### src/core/sbwk_pkg.sv
// package: register map, field positions and carrier types for the standby wake enables
package sbwk_pkg;

	// register byte offset on the bus
	localparam logic [3:0] ENABLES_OFFSET = 4'h0;
	// status register: registered wake request and live standby state
	localparam logic [3:0] STATUS_OFFSET = 4'h4;

	// field positions
	localparam int EXT_PIN_LSB = 0;
	localparam int EXT_PIN_WIDTH = 8;
	localparam int WDT_BIT = 16;
	localparam int KEY_BIT = 17;
	localparam int VD1_BIT = 18;
	localparam int VD2_BIT = 19;
	localparam int RSV_LSB = 20;
	localparam int CMP_BIT = 23;

	// writable bits; everything else reads zero
	localparam logic [31:0] WRITABLE_MASK = 32'h008f_00ff;
	localparam logic [31:0] ENABLES_RESET = 32'h0000_0000;

	// interrupt sources that may end standby
	typedef struct packed {
		logic cmp;
		logic vd2;
		logic vd1;
		logic key;
		logic wdt;
		logic [7:0] ext_pin;
	} sbwk_src_t;

	// wishbone request bundle
	typedef struct packed {
		logic cyc;
		logic stb;
		logic we;
		logic [3:0] adr;
		logic [3:0] sel;
		logic [31:0] dat;
	} sbwk_wb_req_t;

endpackage

### src/core/sbwk_wake_enable.sv
// standby wake source enable register with wishbone slave and wake request gating
//
// The Wishbone interface to the registers and the register offsets were decided locally.
`timescale 1ns/1ps

module sbwk_wake_enable
(
	input wire logic clk_i,
	input wire logic rst_i,
	input wire sbwk_pkg::sbwk_wb_req_t wb_req_i,
	output logic [31:0] wb_dat_o,
	output logic wb_ack_o,
	output logic wb_err_o,
	input wire sbwk_pkg::sbwk_src_t irq_src_i,
	input wire logic standby_i,
	output logic wake_o,
	output sbwk_pkg::sbwk_src_t wake_src_o
);

	// stored enables
	logic [31:0] enables_reg;
	logic [31:0] enables_next;

	// read data, held until the next read
	logic [31:0] rdat_reg;
	logic [31:0] rdat_next;

	// one-cycle bus answers
	logic ack_reg;
	logic ack_next;
	logic err_reg;
	logic err_next;

	// gated sources and the wake request
	sbwk_pkg::sbwk_src_t gated_reg;
	sbwk_pkg::sbwk_src_t gated_next;
	logic wake_reg;
	logic wake_next;

	// bus decode
	logic req;
	logic hit_en;
	logic hit_st;
	logic wr_en;
	logic rd_any;
	logic [31:0] bytemask;
	logic [31:0] status_word;

	// named views of the stored enable fields
	logic [7:0] ext_pin_wake_enables;
	logic ind_watchdog_wake_enable;
	logic key_input_wake_enable;
	logic volt_detect_one_wake_enable;
	logic volt_detect_two_wake_enable;
	logic low_power_comparator_wake_enable;

	// new access only while no answer is out, so a held request is taken once
	assign req = wb_req_i.cyc & wb_req_i.stb & ~ack_reg & ~err_reg;
	assign hit_en = wb_req_i.adr == sbwk_pkg::ENABLES_OFFSET;
	assign hit_st = wb_req_i.adr == sbwk_pkg::STATUS_OFFSET;
	assign wr_en = req & wb_req_i.we & hit_en; // status writes are acked, ignored
	assign rd_any = req & ~wb_req_i.we & (hit_en | hit_st);

	// byte lanes choose which bytes a write touches
	assign bytemask = {{8{wb_req_i.sel[3]}}, {8{wb_req_i.sel[2]}}, {8{wb_req_i.sel[1]}}, {8{wb_req_i.sel[0]}}};

	// status word: registered wake above live standby level
	assign status_word = {30'h0000_0000, wake_reg, standby_i};

	// answer pulse: ack for a mapped address, err otherwise
	always_comb
	begin
		ack_next = 1'b0;
		err_next = 1'b0;
		if (req)
		begin
			if (hit_en || hit_st)
			begin
				ack_next = 1'b1;
			end
			else
			begin
				err_next = 1'b1; // unmapped, no effect
			end
		end
	end

	// answer registers
	always_ff @(posedge clk_i)
	begin
		if (rst_i)
		begin
			ack_reg <= 1'b0;
			err_reg <= 1'b0;
		end
		else
		begin
			ack_reg <= ack_next;
			err_reg <= err_next;
		end
	end

	// byte-lane merge; reserved and unused bits never store
	always_comb
	begin
		enables_next = enables_reg;
		if (wr_en)
		begin
			enables_next = ((enables_reg & ~bytemask) | (wb_req_i.dat & bytemask))
				& sbwk_pkg::WRITABLE_MASK;
		end
	end

	// enable register; all sources blocked after reset
	always_ff @(posedge clk_i)
	begin
		if (rst_i)
		begin
			enables_reg <= sbwk_pkg::ENABLES_RESET;
		end
		else
		begin
			enables_reg <= enables_next;
		end
	end

	// read data taken with the access, reserved bits forced low
	always_comb
	begin
		rdat_next = rdat_reg;
		if (rd_any)
		begin
			if (hit_en)
			begin
				rdat_next = enables_reg & sbwk_pkg::WRITABLE_MASK;
			end
			else
			begin
				rdat_next = status_word;
			end
		end
	end

	// read data register
	always_ff @(posedge clk_i)
	begin
		if (rst_i)
		begin
			rdat_reg <= 32'h0000_0000;
		end
		else
		begin
			rdat_reg <= rdat_next;
		end
	end

	// bus outputs
	assign wb_dat_o = rdat_reg;
	assign wb_ack_o = ack_reg;
	assign wb_err_o = err_reg;

	// field views of the enable register
	assign ext_pin_wake_enables = enables_reg[sbwk_pkg::EXT_PIN_LSB +: sbwk_pkg::EXT_PIN_WIDTH];
	assign ind_watchdog_wake_enable = enables_reg[sbwk_pkg::WDT_BIT];
	assign key_input_wake_enable = enables_reg[sbwk_pkg::KEY_BIT];
	assign volt_detect_one_wake_enable = enables_reg[sbwk_pkg::VD1_BIT];
	assign volt_detect_two_wake_enable = enables_reg[sbwk_pkg::VD2_BIT];
	assign low_power_comparator_wake_enable = enables_reg[sbwk_pkg::CMP_BIT];

	// gate each source by its enable, not by standby
	always_comb
	begin
		gated_next.ext_pin = irq_src_i.ext_pin & ext_pin_wake_enables;
		gated_next.wdt = irq_src_i.wdt & ind_watchdog_wake_enable;
		gated_next.key = irq_src_i.key & key_input_wake_enable;
		gated_next.vd1 = irq_src_i.vd1 & volt_detect_one_wake_enable;
		gated_next.vd2 = irq_src_i.vd2 & volt_detect_two_wake_enable;
		gated_next.cmp = irq_src_i.cmp & low_power_comparator_wake_enable;
	end

	// gated source register
	always_ff @(posedge clk_i)
	begin
		if (rst_i)
		begin
			gated_reg <= '0;
		end
		else
		begin
			gated_reg <= gated_next;
		end
	end

	// wake request only while the device sits in standby
	always_comb
	begin
		wake_next = standby_i & (|gated_next);
	end

	// wake register, same cycle as the gated sources
	always_ff @(posedge clk_i)
	begin
		if (rst_i)
		begin
			wake_reg <= 1'b0;
		end
		else
		begin
			wake_reg <= wake_next;
		end
	end

	// wake outputs
	assign wake_o = wake_reg;
	assign wake_src_o = gated_reg;

endmodule

### config.mk
export PLATFORM = sky130hd
export DESIGN_NAME = sbwk_wake_enable
export DESIGN_NICKNAME = d
export VERILOG_FILES = /design/src/core/sbwk_pkg.sv /design/src/core/sbwk_wake_enable.sv
export SDC_FILE = /design/constraint.sdc
export NUM_CORES = 1
export LEC_CHECK = 0
export BUFFER_PORTS_ARGS = -buffer_cell sky130_fd_sc_hd__buf_2
export CORE_MARGIN = 8
export CORE_UTILIZATION = 45
export DETAILED_ROUTE_END_ITERATION = 8
export PLACE_DENSITY = 0.94
export SYNTH_ARGS = -nofsm -noshare
export SYNTH_HDL_FRONTEND = slang
export SYNTH_SLANG_ARGS = --single-unit
### constraint.sdc
create_clock -name clk_i -period 2.4 [get_ports clk_i]
set_input_delay 0.48 -clock clk_i [delete_from_list [all_inputs] [get_ports clk_i]]
set_output_delay 0.48 -clock clk_i [all_outputs]
set_load 0.02 [all_outputs]
Word-level counts from Yosys, hierarchy flattened. Index checks and enable logic that the tools add are counted.

Flip-flop bits (word level): 61. Input bits: 59. Output and inout port bits: 48.

Eq/ne operators: 1. Mux-type cells: 3. Bitwise gates (word level): 23. Reductions and logical operators: 4.

Operators with widths (count): $and 24x24->24 (2); $mux 24 (1); $not 24->24 (1); $or 24x24->24 (1); $and 1x1->1 (13); $reduce_or 13->1 (1); $and 8x8->8 (1); $eq 4x3->1 const B (1); $logic_not 4->1 (1); $not 1->1 (4); $mux 1 (2); $reduce_or 2->1 (1); $logic_or 1x1->1 (1); $or 1x1->1 (1).

Logic depth before layout (Yosys ltp). Gate-level depths: netlist (run 1).

Depth after elaboration: 5. Gate-level depth with buffers: 5.

Least setup slack after synthesis (run 1). No wires, ideal clock.

Path type: input to register. From: input port wb_req_i[37] (netlist bit). To: register with a tool-made name. Arrival: 1.574 ns. Data required time: 2.268 ns. Path slack: 0.694 ns. Stages on the path: 5. Buffers on the path: 2. Path through: or4_1 clkbuf_1 buf_6 o31ai_1 a21oi_1.

RTL lines: from (decl) (line sbwk_wake_enable.sv:10) `input wire sbwk_pkg::sbwk_wb_req_t wb_req_i,`.

==> results of run 1 <==
==> layout by cell type (no fill, tap or decap), drive strengths merged, types with 5 or more instances in the layout <==
cell type	synthesis	layout
buf	24	69
conb	1	19
dfxtp	42	42
and3	5	5
nand4	15	15
o21ai	11	11
clkbuf	12	6
nand4b	11	11
a21oi	26	26
o31ai	13	13
nor2	10	10
nand2	15	15
==> metrics by stage <==
stage / cells / hold slack, ns / setup WS [ns] / instance area [sq um]
2_1_floorplan: 220 / 0.445 / 0.694 / 1860
3_3_place_gp: 303 / 0.457 / 0.426 / 2080
3_5_place_dp: 303 / 0.466 / 0.378 / 2080
4_1_cts: 310 / 0.423 / 0.693 / 2200
5_1_grt: 310 / 0.432 / 0.565 / 2200
6_report: 310 / 0.426 / 0.646 / 2200
==> metal layers <==
metal | share of wire [%] | wire (um)
met4 | 3.4 | 183
met1 | 37 | 1990
met2 | 49 | 2580
met5 | 0 | 0
met3 | 11 | 561
==> final cells by class <==
cell class / count / area [sq um]
Inverter: 1 / 3.75
Clock inverter: 1 / 30.0
Timing Repair Buffer: 69 / 353
Fill cell: 366 / 1720
Clock buffer: 6 / 82.6
Sequential cell: 42 / 841
Tap cell: 50 / 62.6
Multi-Input combinational cell: 141 / 825
==> where the power goes <==
| part | internal [mW] | switching, mW | total, mW |
|---|---|---|---|
| Sequential | 0.698 | 0.00174 | 0.700 |
| Combinational | 0.0369 | 0.0902 | 0.127 |
| Clock | 0.333 | 0.237 | 0.570 |
==> cell families after synthesis <==
logic type,count (synthesis)
other,1
AOI/OAI and AO/OA,55
and+or+nand+nor,67
DFF,42
buffers and inverters,37
==> worst paths after layout <==
kind	slack [ns]	to	startpoint
min	0.43	wake_src_o[3]$_SDFF_PP0_	irq_src_i[3]
max reg2reg	0.97	wb_dat_o[1]$_SDFFE_PP0P_	wb_ack_o$_SDFF_PP0_
max	0.65	flip-flop	wb_req_i[37]
min reg2reg	0.47	wb_dat_o[5]$_SDFFE_PP0P_	wb_dat_o[5]$_SDFFE_PP0P_
==> critical path, cell delays in order <==
cell and delay (ns):
buf_2 0.13, or4_1 0.80, o31ai_1 0.39, a21oi_1 0.11
==> flow_summary.yaml, run 1 <==
timing:
  slew_headroom_pct: 57.6
  tightest_slew_ns: 0.635
  setup_viol: 0
  fin_setup_tns_ns: 0
  fin_crit_sh_pct: 73.1
  hold_viol_final: 0
  fmax_mhz: 570
  finClkSkew_ns: 0.0103
  drv_slew: 0
  rsz0062_at_grt: "no"
  fin_crit_ns: 1.75
synthesis:
  synth_most_common_cell: "dfxtp_1"
  yosys.area_share.adder_pct: 0
  synth_top_family_by_area: "simple AND/OR/NAND/NOR gates"
  synth_area_leaders: "dfxtp_1 (47%), buf_4 (7.9%), a21oi_1 (7.2%)"
  netlist_area_sq_um: 1800
  synth_edf_count: 0
  ys.warnings.count: 0
  ys_types: 31
  synth_xor_area_share_pct: 0
  syn_inst: 202
  ys_seq_area_share_pct: 46.8
  synth_compound_area_share_pct: 18.1
  yosysTopAreaCell: "dfxtp_1"
  synth_common_cells: "dfxtp_1 (42), a21oi_1 (26), buf_4 (19), nand4_1 (15), nand2_1 (14)"
  async_flop_share_pct: 0
  synthSimpleGateAreaFrac_pct: 22.5
  synth_ff_type: "dfxtp_1"
  ys_seq_elements: 42
  avgSynthCellArea_sq_um: 8.89
  synth_mux_area_share_pct: 0
  yosysTopAreaCellShare_pct: 46.8
grt:
  antenna_found_initial: 0
  grt.overflow.total: 0
  grt_pass1_vias: 1762
  grt_max_degree: 38
  gr-usage-met1_pct: 17.6
  met3_usage_pct: 6.32
  track_usage_pct: 16.5
  gr-max-usage-layer: "met2"
  met2_usage_pct: 27.0
  grt_pass1_wl_um: 8300
critical_path:
  crit_required_ns: 2.56
  path_class: "primary input to flip-flop"
  startpoint_type: "primary input"
  cp_data_arrival_time_ns: 1.92
  crit_fanout: 15
  reg2reg_depth: 4
  end_kind: "flip-flop"
finish:
  fin_nets: 319
  final_core_util_pct: 56.1
  drive_gt1_share_pct: 31.2
  diodes: 0
  area_delta_synth_final_pct: 22.4
clock_tree:
  tritoncts: "done"
  cts.path.max_buffers: 2
  cts.root.buffer_cell: "clkbuf_8"
  cts_resized: 0
  clk_pin_slew_ns: 0.08
  clock-sinks: 42
  cts_max_level: 2
  worst_skew_pair.late_latency_ns: 0.30
  cts_inserted_buffers: 5
  postCtsSetupRepairBufs: 0
  cts_hold_buf: 0
floorplan:
  core-area_sq_um: 3910
  io_pins: 107
  rows: 23
  die_x_um: 79.2
  die-area_sq_um: 6270
  initial_core_util_pct: 45.9
  fp.dieH_um: 79.2
placement:
  port_buffers: 66
  gp_congestion: 0.850
  place_hpwl_um: 3820
power:
  ir_worst_vdd_mv: 0.263
  power.total_mw: 1.40
  p_per_area_nw_per_um2: 636
  cellLeakagePower_nw: 0.954
detailed_routing:
  final_antenna_net_count: 0
  drt_iter0_markers: 262
  dr.pass1.iters: 4
  via_per_inst: 5.69
  drc: 0
  vias: 1763
  wl_per_cell_um: 17.1
  routed_wl_um: 5320
min_path:
  whs_path_depth: 2
  hp-class: "primary input to flip-flop"
status:
  outcome: "complete, no violations"
run:
  maxCapViolations: 0
(Power assumes the default switching activity.)
==> inputs of run 2 (changes only) <==
Settings changed: CORE_UTILIZATION 45 to 43, PLACE_DENSITY 0.94 to 0.9.
Clock period 2.4 ns to 1.75 ns, I/O delays scaled along.
==> flow_summary.yaml, run 2 (same netlist as run 1, synthesis figures left out) <==
status:
  outcome: "complete, no violations"
finish:
  area_delta_synth_final_pct: 24.0
  design_area_sq_um: 2230
  final_core_util_pct: 55.6
  layout_common_cells: "buf_2 (66), dfxtp_1 (42), a21oi_1 (26), conb_1 (19), nand4_1 (15)"
  fin_nets: 324
  diodes: 0
  drive_gt1_share_pct: 32.3
  nFillCells: 361
  final_common_cell: "buf_2"
  stdcell_count: 316
timing:
  rsz0062_at_grt: "no"
  fin_crit_sh_pct: 81.6
  finClkSkew_ns: 0.00631
  fin_crit_ns: 1.43
  setup_ws_ns: 0.321
  hold_viol_final: 0
  fin_hold_ws_ns: 0.283
  drv_slew: 0
  fin_setup_tns_ns: 0
  setup_viol: 0
  fmax_mhz: 700
clock_tree:
  worst_skew_pair.late_latency_ns: 0.30
  cts_resized: 0
  cts.root.buffer_cell: "clkbuf_8"
  postCtsSetupRepairBufs: 0
  cts_hold_buf: 0
  cts.path.max_buffers: 2
  clk_pin_slew_ns: 0.08
  cts_inserted_buffers: 5
  cts_max_level: 2
  clock-sinks: 42
  tritoncts: "done"
min_path:
  whs_path_depth: 3
  hp-class: "primary input to flip-flop"
  hp-start: "irq_src_i[10]"
power:
  switching_share_pct: 24.8
  power.switching_mw: 0.441
  p_int_mw: 1.34
  seqPwrFrac_pct: 54.0
  power.total_mw: 1.78
  ir_worst_vdd_mv: 0.472
  combPwrFrac_pct: 10.3
  cellLeakagePower_nw: 0.973
  clkPwrFrac_pct: 35.7
  p_per_area_nw_per_um2: 798
critical_path:
  cp-startpoint: "wb_req_i[36]"
  startpoint_type: "primary input"
  reg2reg_from: "wb_ack_o$_SDFF_PP0_"
  crit_required_ns: 1.93
  cp_data_arrival_time_ns: 1.61
  crit_path_max_incr_delay_ns: 0.80
  crit_path_top_delay_cell: "or4_2"
  reg2reg_depth: 4
  crit_chain: "buf_2, or4_2, o21ai_0, a21oi_1"
  path_class: "primary input to flip-flop"
  end_kind: "flip-flop"
  crit_fanout: 12
grt:
  grt.overflow.total: 0
  antenna_found_initial: 0
  track_usage_pct: 16.1
  grt_pass1_wl_um: 8160
  grt_max_degree: 28
  grt_pass1_vias: 1755
detailed_routing:
  wl_per_cell_um: 16.1
  drc: 0
  via_per_inst: 5.52
  vias: 1743
  final_antenna_net_count: 0
  dr.pass1.iters: 4
  routed_wl_um: 5100
  drt_iter0_markers: 236
floorplan:
  die-area_sq_um: 6500
  core-area_sq_um: 4000
  fp.dieH_um: 80.6
  initial_core_util_pct: 44.9
  rows: 23
  io_pins: 107
  die_x_um: 80.6
placement:
  preCtsSetupSlack_ns: 0.0107
  port_buffers: 66
  place_hpwl_um: 3800
  post-place-cells: 308
  gp_congestion: 0.843
  place_area_sq_um: 2130
run:
  maxCapViolations: 0
## run 2: changes by cell type in the layout (fill, tap and decap cells not counted)
| cell | change |
|---|---|
| buf_4 | +4 |
| buf_12 | +1 |
| bufinv_16 | -1 |
| clkbuf_1 | +1 |
| clkinv_2 | +1 |
## run 2: path summary, 6_finish.rpt
check,endpoint,slack (ns)
worst min register to register,wb_dat_o[23]$_SDFFE_PP0P_,0.47
worst min-delay path,wake_src_o[10]$_SDFF_PP0_,0.28
worst max register to register,wb_dat_o[1]$_SDFFE_PP0P_,0.40
worst max-delay path,wb_dat_o[4]$_SDFFE_PP0P_,0.32
## run 2: cell type report
type / instances / area [sq um] / area share [%]
clock inverter: 1 / 5.00 / 0.225
multi-input combinational: 141 / 825 / 37.0
inverter: 1 / 3.75 / 0.169
clock buffer: 7 / 86.3 / 3.88
sequential: 42 / 841 / 37.8
timing repair buffer: 74 / 403 / 18.1
tap: 50 / 62.6 / 2.81
## run 2: layer usage
| metal | vias to the layer above | part of all wire, % | global-route usage (%) |
|---|---|---|---|
| met5 | - | 0 | 0 |
| met4 | 0 | 2.7 | 9.09 |
| met3 | 14 | 9.8 | 6.58 |
| met2 | 93 | 47 | 24.8 |
| met1 | 807 | 40 | 18.3 |
| li1 | 829 | - | - |
## run 2: power by group through the flow
| stage | clock, mW | sequential [mW] | combinational [mW] |
|---|---|---|---|
| floorplan | 0 | 0.984 | 0.129 |
| global placement | 0 | 0.982 | 0.176 |
| detailed placement | 0 | 0.982 | 0.178 |
| CTS | 0.641 | 0.960 | 0.180 |
| global route | 0.691 | 0.960 | 0.199 |
| finish | 0.633 | 0.960 | 0.183 |
## run 2: worst max-delay path: cells and delay by family
| family | cells | cell delay, ns |
|---|---|---|
| and+or+nand+nor | 1 | 0.80 |
| AOI/OAI and AO/OA | 2 | 0.32 |
| buffers and inverters | 1 | 0.13 |
==> inputs of run 3 (changes only) <==
Settings changed: ABC_AREA set to 1.
Clock period 1.75 ns to 1.5 ns, I/O delays scaled along.
==> flow_summary.yaml, run 3 <==
power:
  ir_worst_vdd_mv: 0.333
  cellLeakagePower_nw: 1.11
  combPwrFrac_pct: 8.7
  p_int_mw: 1.67
  clkPwrFrac_pct: 40.3
  p_per_area_nw_per_um2: 991
  power.switching_mw: 0.522
  seqPwrFrac_pct: 51.1
  switching_share_pct: 23.8
detailed_routing:
  routed_wl_um: 4620
  drt_iter0_markers: 84
  drt-met1-wl_um: 1700
  highest_layer: "met4"
  met3_length_um: 534
  final_antenna_net_count: 0
  dr.pass1.iters: 4
  via_per_inst: 4.68
  vias: 1667
  wl_per_cell_um: 13.0
  drc: 0
  met2WireLength_um: 2270
placement:
  preCtsSetupSlack_ns: 0.164
  gp_congestion: 0.810
  place_area_sq_um: 2100
  place_hpwl_um: 3760
  port_buffers: 66
  post-place-cells: 348
timing:
  fin_crit_sh_pct: 86.3
  setup_ws_ns: 0.206
  setup_viol: 0
  fin_crit_ns: 1.29
  finClkSkew_ns: 0.00646
  fin_setup_tns_ns: 0
  hold_viol_final: 0
  rsz0062_at_grt: "no"
  drv_slew: 0
  fmax_mhz: 773
clock_tree:
  cts.path.max_buffers: 2
  cts_hold_buf: 0
  cts_resized: 0
  clock-sinks: 42
  worst_skew_pair.late_latency_ns: 0.30
  tritoncts: "done"
  clk_pin_slew_ns: 0.08
  cts_inserted_buffers: 5
  cts_max_level: 2
  cts.root.buffer_cell: "clkbuf_8"
  postCtsSetupRepairBufs: 0
synthesis:
  avgSynthCellArea_sq_um: 7.72
  synth_common_cells: "nand2_1 (50), dfxtp_1 (42), nor2_1 (30), a21oi_1 (27), buf_4 (20)"
  ys_seq_elements: 42
  ys_seq_area_share_pct: 45.0
  synth_edf_count: 0
  netlist_area_sq_um: 1870
  ys_types: 20
  yosysTopAreaCell: "dfxtp_1"
  async_flop_share_pct: 0
  synth_area_leaders: "dfxtp_1 (45%), nand2_1 (10%), buf_4 (8.0%)"
  yosysTopAreaCellShare_pct: 45.0
  synth_most_common_cell: "nand2_1"
  ys.warnings.count: 0
  synth_ff_type: "dfxtp_1"
  syn_inst: 242
floorplan:
  initial_core_util_pct: 43.8
  die-area_sq_um: 6710
  io_pins: 107
  rows: 24
  core-area_sq_um: 4260
  die_x_um: 81.9
  fp.dieH_um: 81.9
grt:
  grt_pass1_vias: 1633
  grt.overflow.total: 0
  grt_pass1_wl_um: 7270
  track_usage_pct: 13.9
  grt_max_degree: 29
  antenna_found_initial: 0
critical_path:
  cp_data_arrival_time_ns: 1.47
  crit_path_top_delay_cell: "dfxtp_1"
  worst-path-buf-inv: 1
  crit_required_ns: 1.68
  startpoint_type: "flip-flop"
  path_class: "flip-flop to flip-flop"
  crit_path_max_incr_delay_ns: 0.34
  end_kind: "flip-flop"
  crit_fanout: 13
  path_delay_family: "simple AND/OR/NAND/NOR gates"
  crit_chain: "nor2_4, nand3_2, inv_2, nand2_2, nand2_1, a21oi_1"
finish:
  stdcell_count: 356
  area_delta_synth_final_pct: 18.4
  diodes: 0
  final_core_util_pct: 51.9
  final_common_cell: "buf_2"
  drive_gt1_share_pct: 28.9
  fin_nets: 362
  design_area_sq_um: 2210
  layout_common_cells: "buf_2 (66), nand2_1 (50), dfxtp_1 (42), nor2_1 (30), a21oi_1 (27)"
run:
  maxCapViolations: 0
min_path:
  hp-class: "primary input to flip-flop"
status:
  outcome: "complete, no violations"
==> run 3: final timing paths <==
| path | startpoint | endpoint | slack (ns) | cells after the start |
|---|---|---|---|---|
| min reg2reg | wb_dat_o[2]$_SDFFE_PP0P_ | wb_dat_o[2]$_SDFFE_PP0P_ | 0.46 | 2 |
| max reg2reg | wb_ack_o$_SDFF_PP0_ | wb_dat_o[5]$_SDFFE_PP0P_ | 0.21 | 6 |
| min | irq_src_i[11] | wake_src_o[11]$_SDFF_PP0_ | 0.24 | 3 |
| max | wb_ack_o$_SDFF_PP0_ | wb_dat_o[5]$_SDFFE_PP0P_ | 0.21 | 6 |
==> run 3: worst register-to-register path, delay by kind of cell, from the launching register on <==
family,cells,cell delay [ns]
buffers and inverters,1,0.19
DFF,1,0.34
and+or+nand+nor,4,0.61
AOI/OAI and AO/OA,1,0.06
==> run 3: logic make-up (layout without fill, tap and decap cells) <==
group | Yosys count | after routing | share of synthesized area, %
AOI/OAI and AO/OA | 27 | 27 | 7.23
other | 1 | 19 | 0.201
DFF | 42 | 42 | 45.0
and+or+nand+nor | 120 | 120 | 30.5
buffers and inverters | 52 | 96 | 17.1
==> run 3: power by group through the flow <==
stage	combinational [mW]	sequential, mW	clock [mW]
floorplan	0.167	1.15	0
global placement	0.184	1.15	0
detailed placement	0.188	1.15	0
CTS	0.188	1.12	0.895
global route	0.211	1.12	0.945
finish	0.190	1.12	0.883
==> run 3: per-layer routing <==
layer,vias up,GRT usage [%]
met5,-,0
met4,0,5.79
met2,65,23.2
met1,736,14.7
li1,855,-
met3,11,6.56
==> run 3: area by class of cell <==
| class | instances | area [sq um] |
|---|---|---|
| tap | 52 | 65.1 |
| timing repair buffer | 68 | 345 |
| fill | 412 | 2050 |
| clock buffer | 6 | 72.6 |
| multi-input combinational | 166 | 777 |
| clock inverter | 2 | 37.5 |
| sequential | 42 | 841 |
| inverter | 20 | 75.1 |
==> run 3: through the flow <==
| step | power (mW) | hold slack (ns) |
|---|---|---|
| 2_1_floorplan | 1.32 | 0.423 |
| 3_3_place_gp | 1.33 | 0.446 |
| 3_5_place_dp | 1.33 | 0.451 |
| 4_1_cts | 2.20 | 0.236 |
| 5_1_grt | 2.28 | 0.240 |
| 6_report | 2.19 | 0.239 |
